[config.mk]
export PLATFORM = sky130hd
export DESIGN_NAME = tmr2_timer
export DESIGN_NICKNAME = d
export VERILOG_FILES = /design/src/tmr2_pkg.sv /design/src/tmr2_timer.sv
export SDC_FILE = /design/constraint.sdc
export NUM_CORES = 1
export LEC_CHECK = 0
export ABC_AREA = 1
export BUFFER_PORTS_ARGS = -buffer_cell sky130_fd_sc_hd__buf_2
export CORE_MARGIN = 2
export CORE_UTILIZATION = 60
export DETAILED_ROUTE_END_ITERATION = 8
export PLACE_DENSITY = 0.83
export SYNTH_ARGS = -nofsm -noshare
export SYNTH_HDL_FRONTEND = slang
export SYNTH_SLANG_ARGS = --single-unit
[constraint.sdc]
create_clock -name clk_sys -period 4 [get_ports clk_sys]
set_input_delay 0.6 -clock clk_sys [delete_from_list [all_inputs] [get_ports clk_sys]]
set_output_delay 0.6 -clock clk_sys [all_outputs]
set_load 0.005 [all_outputs]
[src/tmr2_pkg.sv]
// Constants, register map and types for the timer two block
package tmr2_pkg;
  localparam logic [11:0] ADDR_CONTROL  = 12'h0c8;
  localparam logic [11:0] ADDR_MODE     = 12'h0c9;
  localparam logic [11:0] ADDR_CNT_LOW  = 12'h0cc;
  localparam logic [11:0] ADDR_CNT_HIGH = 12'h0cd;
  localparam logic [11:0] ADDR_RLD_LOW  = 12'h0ca;
  localparam logic [11:0] ADDR_RLD_HIGH = 12'h0cb;
  localparam int ADDR_W = 12;

  localparam int BIT_OVF     = 7;
  localparam int BIT_EXT     = 6;
  localparam int BIT_RXBAUD  = 5;
  localparam int BIT_TXBAUD  = 4;
  localparam int BIT_TRIGEN  = 3;
  localparam int BIT_RUN     = 2;
  localparam int BIT_SRC     = 1;
  localparam int BIT_CAPSEL  = 0;
  localparam int BIT_CLKOUT  = 1;
  localparam int BIT_UPDOWN  = 0;

  localparam logic [7:0]  CONTROL_RESET = 8'h00;
  localparam logic [1:0]  MODE_RESET    = 2'h0;
  localparam logic [15:0] COUNT_TOP     = 16'hffff;
  localparam logic [15:0] COUNT_ONE     = 16'h0001;
  localparam logic [7:0]  BYTE_ZERO     = 8'h00;
  localparam logic [31:0] DATA_ZERO     = 32'h0000_0000;

  // Internal tick every 12 system clocks in plain timer operation
  localparam int TICK_DIV    = 12;
  localparam int CLKOUT_DIV  = 2;

  typedef enum logic [1:0] {
    TMR2_CAPTURE  = 2'b00,
    TMR2_RELOAD   = 2'b01,
    TMR2_UPDOWN   = 2'b11,
    TMR2_CLOCKOUT = 2'b10
  } tmr2_mode_t;
endpackage : tmr2_pkg

[src/tmr2_timer.sv]
// Timer two: 16-bit capture/reload/up-down counter with clock-out, APB slave
//
// The implementer's own choice: the APB register port.
`timescale 1ns/100ps
module tmr2_timer
  import tmr2_pkg::*;
#(
  parameter int TICK_DIVIDER = TICK_DIV
) (
  input  wire logic              clk_sys,
  input  wire logic              reset_n,
  input  wire logic              psel,
  input  wire logic              penable,
  input  wire logic              pwrite,
  input  wire logic [ADDR_W-1:0] paddr,
  input  wire logic [31:0]       pwdata,
  output logic      [31:0]       prdata,
  output logic                   pready,
  output logic                   pslverr,
  input  wire logic              count_pin_in,
  output logic                   count_pin_out,
  output logic                   count_pin_oe,
  input  wire logic              ext_trigger_pin,
  input  wire logic              timer1_overflow,
  output logic                   rx_baud_tick,
  output logic                   tx_baud_tick,
  output logic                   timer_irq
);
  // Divider is an 8-bit counter; a divide by one would hide pin edges
  if (TICK_DIVIDER < 2 || TICK_DIVIDER > 255) begin : g_bad_divider
    $error("TICK_DIVIDER out of range");
  end

  logic [7:0]  control_reg;
  logic [1:0]  mode_reg;
  logic [7:0]  count_low_reg;
  logic [7:0]  count_high_reg;
  logic [7:0]  reload_low_reg;
  logic [7:0]  reload_high_reg;
  logic [7:0]  div_reg;
  logic        cnt_s1_reg;
  logic        cnt_s2_reg;
  logic        cnt_s3_reg;
  logic        trg_s1_reg;
  logic        trg_s2_reg;
  logic        trg_s3_reg;
  logic        clkout_reg;
  logic        half_reg;
  logic        wrap_reg;
  logic [15:0] count_next;
  logic [15:0] count;
  logic [15:0] reload;
  logic        tick;
  logic        wrap;
  logic        count_up;
  logic        baud_mode;
  logic        trig_event;
  logic        wr_en;
  logic        rd_en;
  logic        addr_ok;
  logic        wr_control;
  logic        wr_mode;
  logic        wr_cnt_low;
  logic        wr_cnt_high;
  logic        wr_rld_low;
  logic        wr_rld_high;
  tmr2_mode_t  mode;

  assign count  = {count_high_reg, count_low_reg};
  assign reload = {reload_high_reg, reload_low_reg};
  assign baud_mode = control_reg[BIT_RXBAUD] | control_reg[BIT_TXBAUD];

  function automatic logic is_reg(input logic [ADDR_W-1:0] a);
    is_reg = (a == ADDR_CONTROL) || (a == ADDR_MODE) ||
             (a == ADDR_CNT_LOW) || (a == ADDR_CNT_HIGH) ||
             (a == ADDR_RLD_LOW) || (a == ADDR_RLD_HIGH);
  endfunction : is_reg

  // APB: zero wait states, unmapped addresses answer with pslverr
  assign addr_ok = is_reg(paddr);
  assign pready  = 1'b1;
  assign pslverr = psel & penable & ~addr_ok;
  assign wr_en   = psel & penable & pwrite & addr_ok;
  assign rd_en   = psel & ~penable & ~pwrite;
  assign wr_control  = wr_en & (paddr == ADDR_CONTROL);
  assign wr_mode     = wr_en & (paddr == ADDR_MODE);
  assign wr_cnt_low  = wr_en & (paddr == ADDR_CNT_LOW);
  assign wr_cnt_high = wr_en & (paddr == ADDR_CNT_HIGH);
  assign wr_rld_low  = wr_en & (paddr == ADDR_RLD_LOW);
  assign wr_rld_high = wr_en & (paddr == ADDR_RLD_HIGH);

  always_comb begin
    if (mode_reg[BIT_CLKOUT]) begin
      mode = TMR2_CLOCKOUT;
    end else if (baud_mode || !control_reg[BIT_CAPSEL]) begin
      mode = mode_reg[BIT_UPDOWN] && !baud_mode ? TMR2_UPDOWN
                                                : TMR2_RELOAD;
    end else begin
      mode = TMR2_CAPTURE;
    end
  end

  // Pin synchronisers; edge detect reads only settled samples
  always_ff @(posedge clk_sys) begin
    if (!reset_n) begin
      cnt_s1_reg <= 1'b1;
      cnt_s2_reg <= 1'b1;
      cnt_s3_reg <= 1'b1;
      trg_s1_reg <= 1'b1;
      trg_s2_reg <= 1'b1;
      trg_s3_reg <= 1'b1;
    end else begin
      cnt_s1_reg <= count_pin_in;
      cnt_s2_reg <= cnt_s1_reg;
      cnt_s3_reg <= cnt_s2_reg;
      trg_s1_reg <= ext_trigger_pin;
      trg_s2_reg <= trg_s1_reg;
      trg_s3_reg <= trg_s2_reg;
    end
  end

  // Trigger falls only act outside up/down and outside baud use
  assign trig_event = trg_s3_reg & ~trg_s2_reg & control_reg[BIT_TRIGEN] &
                      ~baud_mode & (mode != TMR2_UPDOWN);
  assign count_up = (mode != TMR2_UPDOWN) | trg_s2_reg;

  always_ff @(posedge clk_sys) begin
    if (!reset_n) begin
      div_reg  <= BYTE_ZERO;
      half_reg <= 1'b0;
    end else begin
      if (div_reg == 8'(TICK_DIVIDER - 1)) begin
        div_reg <= BYTE_ZERO;
      end else begin
        div_reg <= div_reg + 8'h01;
      end
      half_reg <= ~half_reg;
    end
  end

  always_comb begin
    if (!control_reg[BIT_RUN]) begin
      tick = 1'b0;
    end else if (mode == TMR2_CLOCKOUT) begin
      tick = half_reg;
    end else if (control_reg[BIT_SRC]) begin
      tick = cnt_s3_reg & ~cnt_s2_reg;
    end else begin
      tick = (div_reg == BYTE_ZERO);
    end
  end

  always_comb begin
    count_next = count;
    wrap       = 1'b0;
    if (tick) begin
      if (count_up) begin
        if (count == COUNT_TOP) begin
          wrap = 1'b1;
          count_next = (mode == TMR2_CAPTURE) ? {BYTE_ZERO, BYTE_ZERO}
                                              : reload;
        end else begin
          count_next = count + COUNT_ONE;
        end
      end else if (count == reload) begin
        wrap = 1'b1;
        count_next = COUNT_TOP;
      end else begin
        count_next = count - COUNT_ONE;
      end
    end
    if (trig_event && mode == TMR2_RELOAD) begin
      count_next = reload;
    end
  end

  always_ff @(posedge clk_sys) begin
    if (!reset_n) begin
      count_low_reg  <= BYTE_ZERO;
      count_high_reg <= BYTE_ZERO;
    end else if (wr_cnt_low) begin
      count_low_reg <= pwdata[7:0];
    end else if (wr_cnt_high) begin
      count_high_reg <= pwdata[7:0];
    end else begin
      count_low_reg  <= count_next[7:0];
      count_high_reg <= count_next[15:8];
    end
  end

  always_ff @(posedge clk_sys) begin
    if (!reset_n) begin
      reload_low_reg  <= BYTE_ZERO;
      reload_high_reg <= BYTE_ZERO;
    end else if (trig_event && mode == TMR2_CAPTURE) begin
      reload_low_reg  <= count_low_reg;
      reload_high_reg <= count_high_reg;
    end else if (wr_rld_low) begin
      reload_low_reg <= pwdata[7:0];
    end else if (wr_rld_high) begin
      reload_high_reg <= pwdata[7:0];
    end
  end

  // Flags: hardware set wins over a same-cycle software clear
  always_ff @(posedge clk_sys) begin
    if (!reset_n) begin
      control_reg <= CONTROL_RESET;
    end else begin
      if (wr_control) begin
        control_reg <= pwdata[7:0];
      end
      if (wrap && !baud_mode && mode != TMR2_CLOCKOUT) begin
        control_reg[BIT_OVF] <= 1'b1;
      end
      if (trig_event) begin
        control_reg[BIT_EXT] <= 1'b1;
      end else if (wrap && mode == TMR2_UPDOWN) begin
        control_reg[BIT_EXT] <= ~control_reg[BIT_EXT];
      end
    end
  end

  always_ff @(posedge clk_sys) begin
    if (!reset_n) begin
      mode_reg <= MODE_RESET;
    end else if (wr_mode) begin
      mode_reg <= pwdata[1:0];
    end
  end

  always_ff @(posedge clk_sys) begin
    if (!reset_n) begin
      clkout_reg <= 1'b0;
      wrap_reg   <= 1'b0;
    end else begin
      wrap_reg <= wrap;
      if (wrap && mode == TMR2_CLOCKOUT) begin
        clkout_reg <= ~clkout_reg;
      end
    end
  end

  always_ff @(posedge clk_sys) begin
    if (!reset_n) begin
      prdata <= DATA_ZERO;
    end else if (rd_en) begin
      case (paddr)
        ADDR_CONTROL:  prdata <= {24'h000000, control_reg};
        ADDR_MODE:     prdata <= {30'h0, mode_reg};
        ADDR_CNT_LOW:  prdata <= {24'h000000, count_low_reg};
        ADDR_CNT_HIGH: prdata <= {24'h000000, count_high_reg};
        ADDR_RLD_LOW:  prdata <= {24'h000000, reload_low_reg};
        ADDR_RLD_HIGH: prdata <= {24'h000000, reload_high_reg};
        default:       prdata <= DATA_ZERO;
      endcase
    end
  end

  assign count_pin_out = clkout_reg;
  assign count_pin_oe  = mode_reg[BIT_CLKOUT];
  // Serial clocks: overflow of this timer feeds the port when selected
  assign rx_baud_tick = control_reg[BIT_RXBAUD] ? wrap_reg
                                                : timer1_overflow;
  assign tx_baud_tick = control_reg[BIT_TXBAUD] ? wrap_reg
                                                : timer1_overflow;
  // External flag raises no interrupt in up/down mode
  assign timer_irq = control_reg[BIT_OVF] |
                     (control_reg[BIT_EXT] & ~mode_reg[BIT_UPDOWN]);

  // Counting, capture, flags, interrupt and baud ticks
  a_ovf_sets: assert property (@(posedge clk_sys)
    disable iff (!reset_n)
    wrap && !baud_mode && mode != TMR2_CLOCKOUT |=> control_reg[BIT_OVF])
    else $error("overflow flag not set");
  a_ovf_baud: assert property (@(posedge clk_sys)
    disable iff (!reset_n)
    baud_mode && !wr_control && !control_reg[BIT_OVF]
    |=> !control_reg[BIT_OVF])
    else $error("overflow flag set in baud mode");
  a_ovf_sticky: assert property (@(posedge clk_sys)
    disable iff (!reset_n)
    control_reg[BIT_OVF] && !wr_control |=> control_reg[BIT_OVF])
    else $error("overflow flag dropped by itself");
  a_irq_ovf: assert property (@(posedge clk_sys)
    disable iff (!reset_n)
    control_reg[BIT_OVF] |-> timer_irq)
    else $error("overflow flag without interrupt");
  a_up_reload: assert property (@(posedge clk_sys)
    disable iff (!reset_n)
    tick && count_up && count == COUNT_TOP && mode != TMR2_CAPTURE && !wr_en
    |=> count == $past(reload))
    else $error("reload on overflow missing");
  a_down_top: assert property (@(posedge clk_sys)
    disable iff (!reset_n)
    tick && !count_up && count == reload && !wr_en |=> count == COUNT_TOP)
    else $error("underflow load wrong");
  a_count_inc: assert property (@(posedge clk_sys)
    disable iff (!reset_n)
    tick && count_up && count != COUNT_TOP && !wr_cnt_low && !wr_cnt_high
    && !(trig_event && mode == TMR2_RELOAD)
    |=> count == $past(count) + COUNT_ONE)
    else $error("count did not step up");
  a_count_dec: assert property (@(posedge clk_sys)
    disable iff (!reset_n)
    tick && !count_up && count != reload && !wr_cnt_low && !wr_cnt_high
    |=> count == $past(count) - COUNT_ONE)
    else $error("count did not step down");
  a_capture_roll: assert property (@(posedge clk_sys)
    disable iff (!reset_n)
    tick && count_up && count == COUNT_TOP && mode == TMR2_CAPTURE
    && !wr_cnt_low && !wr_cnt_high |=> count == {BYTE_ZERO, BYTE_ZERO})
    else $error("capture mode overflow reloaded");
  a_trig_reload: assert property (@(posedge clk_sys)
    disable iff (!reset_n)
    trig_event && mode == TMR2_RELOAD && !wr_cnt_low && !wr_cnt_high
    |=> count == $past(reload))
    else $error("trigger reload missing");
  a_stopped: assert property (@(posedge clk_sys)
    disable iff (!reset_n)
    !control_reg[BIT_RUN] && !wr_en && !trig_event |=> $stable(count))
    else $error("count moved while stopped");
  a_src_ext: assert property (@(posedge clk_sys)
    disable iff (!reset_n)
    control_reg[BIT_RUN] && control_reg[BIT_SRC] && mode != TMR2_CLOCKOUT
    && !(cnt_s3_reg && !cnt_s2_reg) && !wr_cnt_low && !wr_cnt_high
    && !trig_event |=> $stable(count))
    else $error("counter moved without pin fall");
  a_capture_copy: assert property (@(posedge clk_sys)
    disable iff (!reset_n)
    trig_event && mode == TMR2_CAPTURE |=> reload == $past(count))
    else $error("capture failed");
  a_ext_set: assert property (@(posedge clk_sys)
    disable iff (!reset_n)
    trig_event |=> control_reg[BIT_EXT])
    else $error("external flag not set");
  a_ext_sticky: assert property (@(posedge clk_sys)
    disable iff (!reset_n)
    control_reg[BIT_EXT] && !wr_control && !(wrap && mode == TMR2_UPDOWN)
    |=> control_reg[BIT_EXT])
    else $error("external flag dropped by itself");
  a_trig_off: assert property (@(posedge clk_sys)
    disable iff (!reset_n)
    !control_reg[BIT_TRIGEN] && mode != TMR2_UPDOWN && !wr_control
    && !control_reg[BIT_EXT] |=> !control_reg[BIT_EXT])
    else $error("trigger acted while disabled");
  a_baud_no_ext: assert property (@(posedge clk_sys)
    disable iff (!reset_n)
    baud_mode && !wr_control && !control_reg[BIT_EXT]
    |=> !control_reg[BIT_EXT])
    else $error("trigger acted in baud mode");
  a_ext_toggle: assert property (@(posedge clk_sys)
    disable iff (!reset_n)
    wrap && mode == TMR2_UPDOWN && !wr_en
    |=> control_reg[BIT_EXT] != $past(control_reg[BIT_EXT]))
    else $error("external flag not toggled");
  a_irq_updown: assert property (@(posedge clk_sys)
    disable iff (!reset_n)
    mode_reg[BIT_UPDOWN] && !control_reg[BIT_OVF] |-> !timer_irq)
    else $error("interrupt from external flag in up/down mode");
  a_rx_source: assert property (@(posedge clk_sys)
    disable iff (!reset_n)
    control_reg[BIT_RXBAUD] && wrap && !wr_control |=> rx_baud_tick)
    else $error("receive tick missing on overflow");
  a_tx_source: assert property (@(posedge clk_sys)
    disable iff (!reset_n)
    control_reg[BIT_TXBAUD] && wrap && !wr_control |=> tx_baud_tick)
    else $error("transmit tick missing on overflow");
  // Clock-out and reset
  a_clkout_half: assert property (@(posedge clk_sys)
    disable iff (!reset_n)
    control_reg[BIT_RUN] && mode == TMR2_CLOCKOUT && tick
    |=> !tick || mode != TMR2_CLOCKOUT)
    else $error("clock-out ticks faster than half rate");
  a_ovf_clkout: assert property (@(posedge clk_sys)
    disable iff (!reset_n)
    mode == TMR2_CLOCKOUT && !wr_control && !control_reg[BIT_OVF]
    |=> !control_reg[BIT_OVF])
    else $error("overflow flag set in clock-out mode");
  a_clkout_toggle: assert property (@(posedge clk_sys)
    disable iff (!reset_n)
    wrap && mode == TMR2_CLOCKOUT |=> count_pin_out != $past(count_pin_out))
    else $error("clock out did not toggle");
  a_clkout_quiet: assert property (@(posedge clk_sys)
    disable iff (!reset_n)
    mode != TMR2_CLOCKOUT |=> $stable(count_pin_out))
    else $error("clock out moved outside clock-out mode");
  a_reset_ctrl: assert property (@(posedge clk_sys)
    !reset_n |=> control_reg == CONTROL_RESET)
    else $error("control register not cleared by reset");
  a_reset_mode: assert property (@(posedge clk_sys)
    !reset_n |=> mode_reg == MODE_RESET)
    else $error("mode register not cleared by reset");
endmodule : tmr2_timer

# Word level (Yosys, flattened, before mapping)
# Cells that the tools add are included.
dict set report op_classes {
  reduce_logical 27
  n_eq_ne 16
  muxes 31
  n_bitwise 33
  addsub 3
}
# cell count
set ops {}
lappend ops {{$mux W16} 6}
lappend ops {{$eq A12 B8 Y1 const B} 6}
lappend ops {{$mux W8} 9}
lappend ops {{$pmux W8 S6} 1}
lappend ops {{$and A1 B1 Y1} 18}
lappend ops {{$add A16 B1 Y16 const B} 1}
lappend ops {{$eq A16 B16 Y1} 1}
lappend ops {{$eq A16 B16 Y1 const B} 1}
lappend ops {{$sub A16 B1 Y16 const B} 1}
lappend ops {{$mux W1} 12}
lappend ops {{$not A1 Y1} 12}
lappend ops {{$reduce_bool A3 Y1} 3}
lappend ops {{$add A8 B1 Y8 const B} 1}
lappend ops {{$eq A8 B4 Y1 const B} 1}
lappend ops {{$logic_not A8 Y1} 1}
lappend ops {{$logic_and A1 B1 Y1} 7}
lappend ops {{$logic_or A1 B1 Y1} 6}
lappend ops {{$mux W2} 3}
lappend ops {{$ne A2 B2 Y1 const B} 3}
lappend ops {{$reduce_and A2 Y1} 3}
lappend ops {{$reduce_bool A2 Y1} 3}
lappend ops {{$eq A2 B2 Y1 const B} 2}
lappend ops {{$or A1 B1 Y1} 3}
lappend ops {{$eq A2 B1 Y1 const B} 1}
lappend ops {{other kinds (4)} 5}
dict set report totals {
  reg_bits 91
  input_bits 52
  out_inout_bits 39
  wordCells 129
}

# Logic depth before layout (Yosys ltp)
dict set report depth {
  word_depth 14
  ltp_mapped 15
  mapped_depth_nobuf 14
}

# Worst setup path after synthesis
# No wires, ideal clock.
dict set report synth_path {
  path_kind {in2reg}
  from {input paddr[11]}
  to {register count_high_reg[7]}
  setup_slack_ps 2069
  required_time_ps 3869
  path_stages 11
  n_path_buf 1
  arrival_ps 1800
  setup_ps 131
  path_cell_list {nor2_2 nand2_2 nor2_4 o211ai_1 nand3_2 nand3_4 buf_2 nor2_1 nor2_2 nand2_1 a21oi_2}
}
dict set report synth_via {
  elab_chain_cells 10
  elab_cells_between_ends 18
  cone_classes {eq/ne: 6; mux: 1; bitwise: 4; reduce/logical: 7}
}
# item line_no
set synth_rtl {}
lappend synth_rtl {{start: declaration} tmr2_timer.sv:15} ;# input wire logic [ADDR_W-1:0] paddr,
lappend synth_rtl {{$eq A12 B8 Y1} tmr2_timer.sv:74} ;# is_reg = (a == ADDR_CONTROL) || (a == ADDR_MODE) ||
lappend synth_rtl {{$logic_or A1 B1 Y1 (2 in series)} tmr2_timer.sv:74}
lappend synth_rtl {{$logic_or A1 B1 Y1 (2 in series)} tmr2_timer.sv:75} ;# (a == ADDR_CNT_LOW) || (a == ADDR_CNT_HIGH) ||
lappend synth_rtl {{$logic_or A1 B1 Y1} tmr2_timer.sv:76} ;# (a == ADDR_RLD_LOW) || (a == ADDR_RLD_HIGH);
lappend synth_rtl {{$and A1 B1 Y1} tmr2_timer.sv:83} ;# assign wr_en = psel & penable & pwrite & addr_ok;
lappend synth_rtl {{$and A1 B1 Y1, on equally long branches} {tmr2_timer.sv:88, tmr2_timer.sv:87}}
lappend synth_rtl {{$reduce_bool A3 Y1 (no source line) / $not A1 Y1 (equally long branches)} --}
lappend synth_rtl {{$reduce_and A2 Y1 (no source line)} --}
lappend synth_rtl {{end signal: assignment} tmr2_timer.sv:184} ;# count_high_reg <= pwdata[7:0];
lappend synth_rtl {{end signal: assignment} tmr2_timer.sv:187} ;# count_high_reg <= count_next[15:8];
lappend synth_rtl {{end: declaration} tmr2_timer.sv:37} ;# logic [7:0] count_high_reg;
# Several ways; a longest one is shown, not always the timed one.
# A chain may end at the register's enable or synchronous reset.

# Worst setup path in the final report
dict set report layout_path {
  from {register count_high_reg[1]}
  to {register control_reg[6]}
}
dict set report layout_via {
  elab_chain_cells 7
  elab_cells_between_ends 10
  cone_classes {eq/ne: 2; mux: 6; reduce/logical: 2}
}
# item line_no
set layout_rtl {}
lappend layout_rtl {{$eq A16 B16 Y1, on equally long branches} {tmr2_timer.sv:165, tmr2_timer.sv:158}}
lappend layout_rtl {{$mux W1, on equally long branches} {tmr2_timer.sv:165, tmr2_timer.sv:158}}
lappend layout_rtl {{$mux W1 *} tmr2_timer.sv:157} ;# if (count_up) begin
lappend layout_rtl {{$mux W1 *} tmr2_timer.sv:156} ;# if (tick) begin
lappend layout_rtl {{$logic_and A1 B1 Y1 *} tmr2_timer.sv:218} ;# end else if (wrap && mode == TMR2_UPDOWN) begin
lappend layout_rtl {{$mux W1} tmr2_timer.sv:218}
lappend layout_rtl {{$mux W1} tmr2_timer.sv:216} ;# if (trig_event) begin
lappend layout_rtl {{end signal: assignment} tmr2_timer.sv:211} ;# control_reg <= pwdata[7:0];
lappend layout_rtl {{end signal: indexed assignment} tmr2_timer.sv:219} ;# control_reg[BIT_EXT] <= ~control_reg[BIT_EXT];
lappend layout_rtl {{end: declaration} tmr2_timer.sv:34} ;# logic [7:0] control_reg;
# Mark *: on every way between the ends. The rest lies on a longest branch, timed or not.

==> qor.yml <==
outcome: "finished, violations left"
violations: "design-rule violations"
end_kind: "flop"
grt_pass1_vias: 5427
insertedDiodeCount: 0
syn_avg_cell_area_um2: 5.88
worst_setup_path_start_kind: "flop"
path_class: "flop to flop"
clkSlewWorstSetupHoldPaths_ns: 0.09
r2r-start: "count_high_reg[1]"
p_int_mw: 1.12
report.final.slew_viol_count: 0
io_buffers: 41
grt_max_degree: 43
finish.net_count: 997
netlist_area_mm2: 0.00537
syn_inst: 914
finalSetupTns_ns: 0
switching_share: 0.250
min_period_ns: 2.62
vdd_drop_max_mv: 0.242
via_count: 6029
rows: 34
relSlewSlack: 0.377
n_fill_cell: 841
drtIter0Drc: 687
gp_congestion: 1.01
crit_start: "count_high_reg[1]"
use_met3: 0.0617
antenna_left: 0
antenna_found_initial: 0
core_mm2: 0.00872
whs_path_depth: 2
clockBufferDepth: 2
fin_area_mm2: 0.00573
start_util: 0.616
yosysWarnings: 0
yosysSeqAreaShare: 0.250
hp-class: "input pin to flop"
htreeDepth: 3
crit_fanout: 16
dieWidth_um: 98.6
rsz0062_at_grt: "false"
io_pins: 91
required_ns: 4.25
hold_violations: 0
grt_use_met2: 0.558
clkPwrFrac: 0.486
hold_path_end: "trg_s1_reg"
ys_seq_elements: 67
p_seq_frac: 0.453
clkLatencyLatePin_ns: 0.36
dpl_cell_area_mm2: 0.00548
met1_usage: 0.467
synthToLayoutAreaGrowth_pct: 6.69
finClkSkew_ns: 0.0130
grt_usage: 0.351
grt_pass1_wl_mm: 27.1
busiest_layer: "met2"
grt_overflow: 0
cts_made_buffers: 9
tightest_slew_ns: 0.927
p_per_area_mw_per_mm2: 260
crit_arrival_ns: 2.87
dieArea_mm2: 0.00972
cts_setup_buffers: 0
die_y_um: 98.6
setup_viol: 0
synth_cell_type_count: 40
reg2reg_slack_ns: 1.38
final_cell_mix: "nand2_1 (280), nor2_1 (111), inv_1 (110), nand3_1 (74), dfxtp_1 (67)"
vias_per_cell: 5.72
drt-total-wl_mm: 16.6
drv_cap: 0
wl_per_cell_um: 15.8
pwr-share-comb: 0.061
drive_gt1_frac: 0.122
tritoncts: "done"
cts.sinks: 67
r2r-end: "control_reg[6]"
drc_errors: 1
power.switching_mw: 0.373
timing.fmax_ghz: 0.382
mostFrequentLayoutCell: "nand2_1"
worstHoldStart: "ext_trigger_pin"
cts_hold_buf: 0
post-route-period-util: 0.654
drt-pass1-iter-count: 9
r2r_cells: 13
dp_hpwl_mm: 11.9
finalPower_mw: 1.49
cts_resized: 0
root_buffer: "clkbuf_8"
leakagePower_nw: 2.73
synth_stat cells:
cell type	instances	area, um^2
nor2_1	111	417
a41oi_1	1	8.76
buf_2	13	65.1
nand3b_1	3	22.5
buf_4	30	225
nand2_4	1	11.3
o21bai_1	2	15.0
nor4_1	1	6.26
o21ai_0	40	200
ha_1	4	50.1
nor3_1	7	35.0
a21oi_1	53	265
nand4_1	14	87.6
xnor2_1	1	8.76
inv_2	12	45.0
o22ai_1	8	50.1
o31ai_1	1	7.51
inv_1	110	413
a31oi_1	1	6.26
a211oi_1	3	22.5
o211ai_1	4	30.0
nor2_4	8	90.1
dfxtp_1	67	1340
nand3_2	4	40.0
nand3_4	1	17.5
o21ai_1	1	5.00
nand2_2	8	50.1
nor4_2	1	12.5
nor3_4	1	16.3
nand3_1	74	370
xor2_1	19	166
conb_1	2	7.51
or2_2	4	25.0
buf_6	2	22.5
nor2_2	10	62.6
a21oi_2	4	35.0
nand2_1	280	1050
clkinv_1	1	3.75
nand4_4	2	42.5
clkbuf_1	5	18.8
power groups by stage:
stage               clock network [mW]  registers (mW)  logic, mW
floorplan                            0           0.691     0.0649
CTS                              0.723           0.676     0.0887
global route                     0.756           0.677     0.0991
finish                           0.724           0.676     0.0913
detailed placement                   0           0.692     0.0883
global placement                     0           0.691     0.0863
critical path, stage by stage (launching register included):
cell     delay (ns)
dfxtp_1        0.65
inv_1          0.21
nand2_1        0.10
nand2_1        0.05
nor2_1         0.11
nand2_1        0.06
nor2_1         0.09
nand2_1        0.46
nand2_1        0.35
nand4_1        0.15
nand2_1        0.09
nand3_1        0.07
nand2_1        0.06
inv_1          0.04
how the worst max path moves through the flow:
stage	endpoint	slack (ns)	cells after the start
4_1_cts	count_low_reg[6]	1.52	13
3_5_place_dp	count_low_reg[6]	1.54	13
3_3_place_gp	count_low_reg[6]	1.58	13
5_1_grt	control_reg[6]	1.21	13
6_report	control_reg[6]	1.38	13
2_1_floorplan	count_high_reg[7]	2.07	11
layer usage:
| layer | wire, um | up-vias |
|---|---|---|
| met2 | 7300 | 367 |
| li1 | - | 2893 |
| met3 | 1990 | 77 |
| met5 | 0 | - |
| met4 | 745 | 0 |
| met1 | 6590 | 2692 |
cell type report:
| type | count | area, um^2 | share of cell area |
|---|---|---|---|
| clock buffer | 9 | 124 | 0.0216 |
| clock inverter | 7 | 125 | 0.0218 |
| inverter | 123 | 462 | 0.0806 |
| multi-input combinational | 697 | 3320 | 0.580 |
| sequential | 67 | 1340 | 0.234 |
| tap | 108 | 135 | 0.0236 |
| timing repair buffer | 43 | 220 | 0.0384 |
stage by stage:
| step | util | hold WS [ns] | setup WS, ns | cells |
|---|---|---|---|---|
| after detailed placement | 0.628 | 0.399 | 1.54 | 1038 |
| final | 0.657 | 0.421 | 1.38 | 1054 |
| after global placement | 0.628 | 0.399 | 1.58 | 1038 |
| after floorplan | - | 0.392 | 2.07 | 937 |
| after global routing | 0.657 | 0.425 | 1.21 | 1054 |
| after CTS | 0.657 | 0.414 | 1.52 | 1054 |
cells by family after synthesis:
kind of cell / Yosys count / synth area share
adder cells (fa/ha/maj): 4 / 0.00932
flip-flops: 67 / 0.250
AND/OR/NAND/NOR: 530 / 0.439
other: 2 / 0.00140
AO/OA/AOI/OAI: 118 / 0.120
XOR/XNOR: 20 / 0.0326
buffers and inverters: 173 / 0.148
Power figures use the tool's default switching activity.
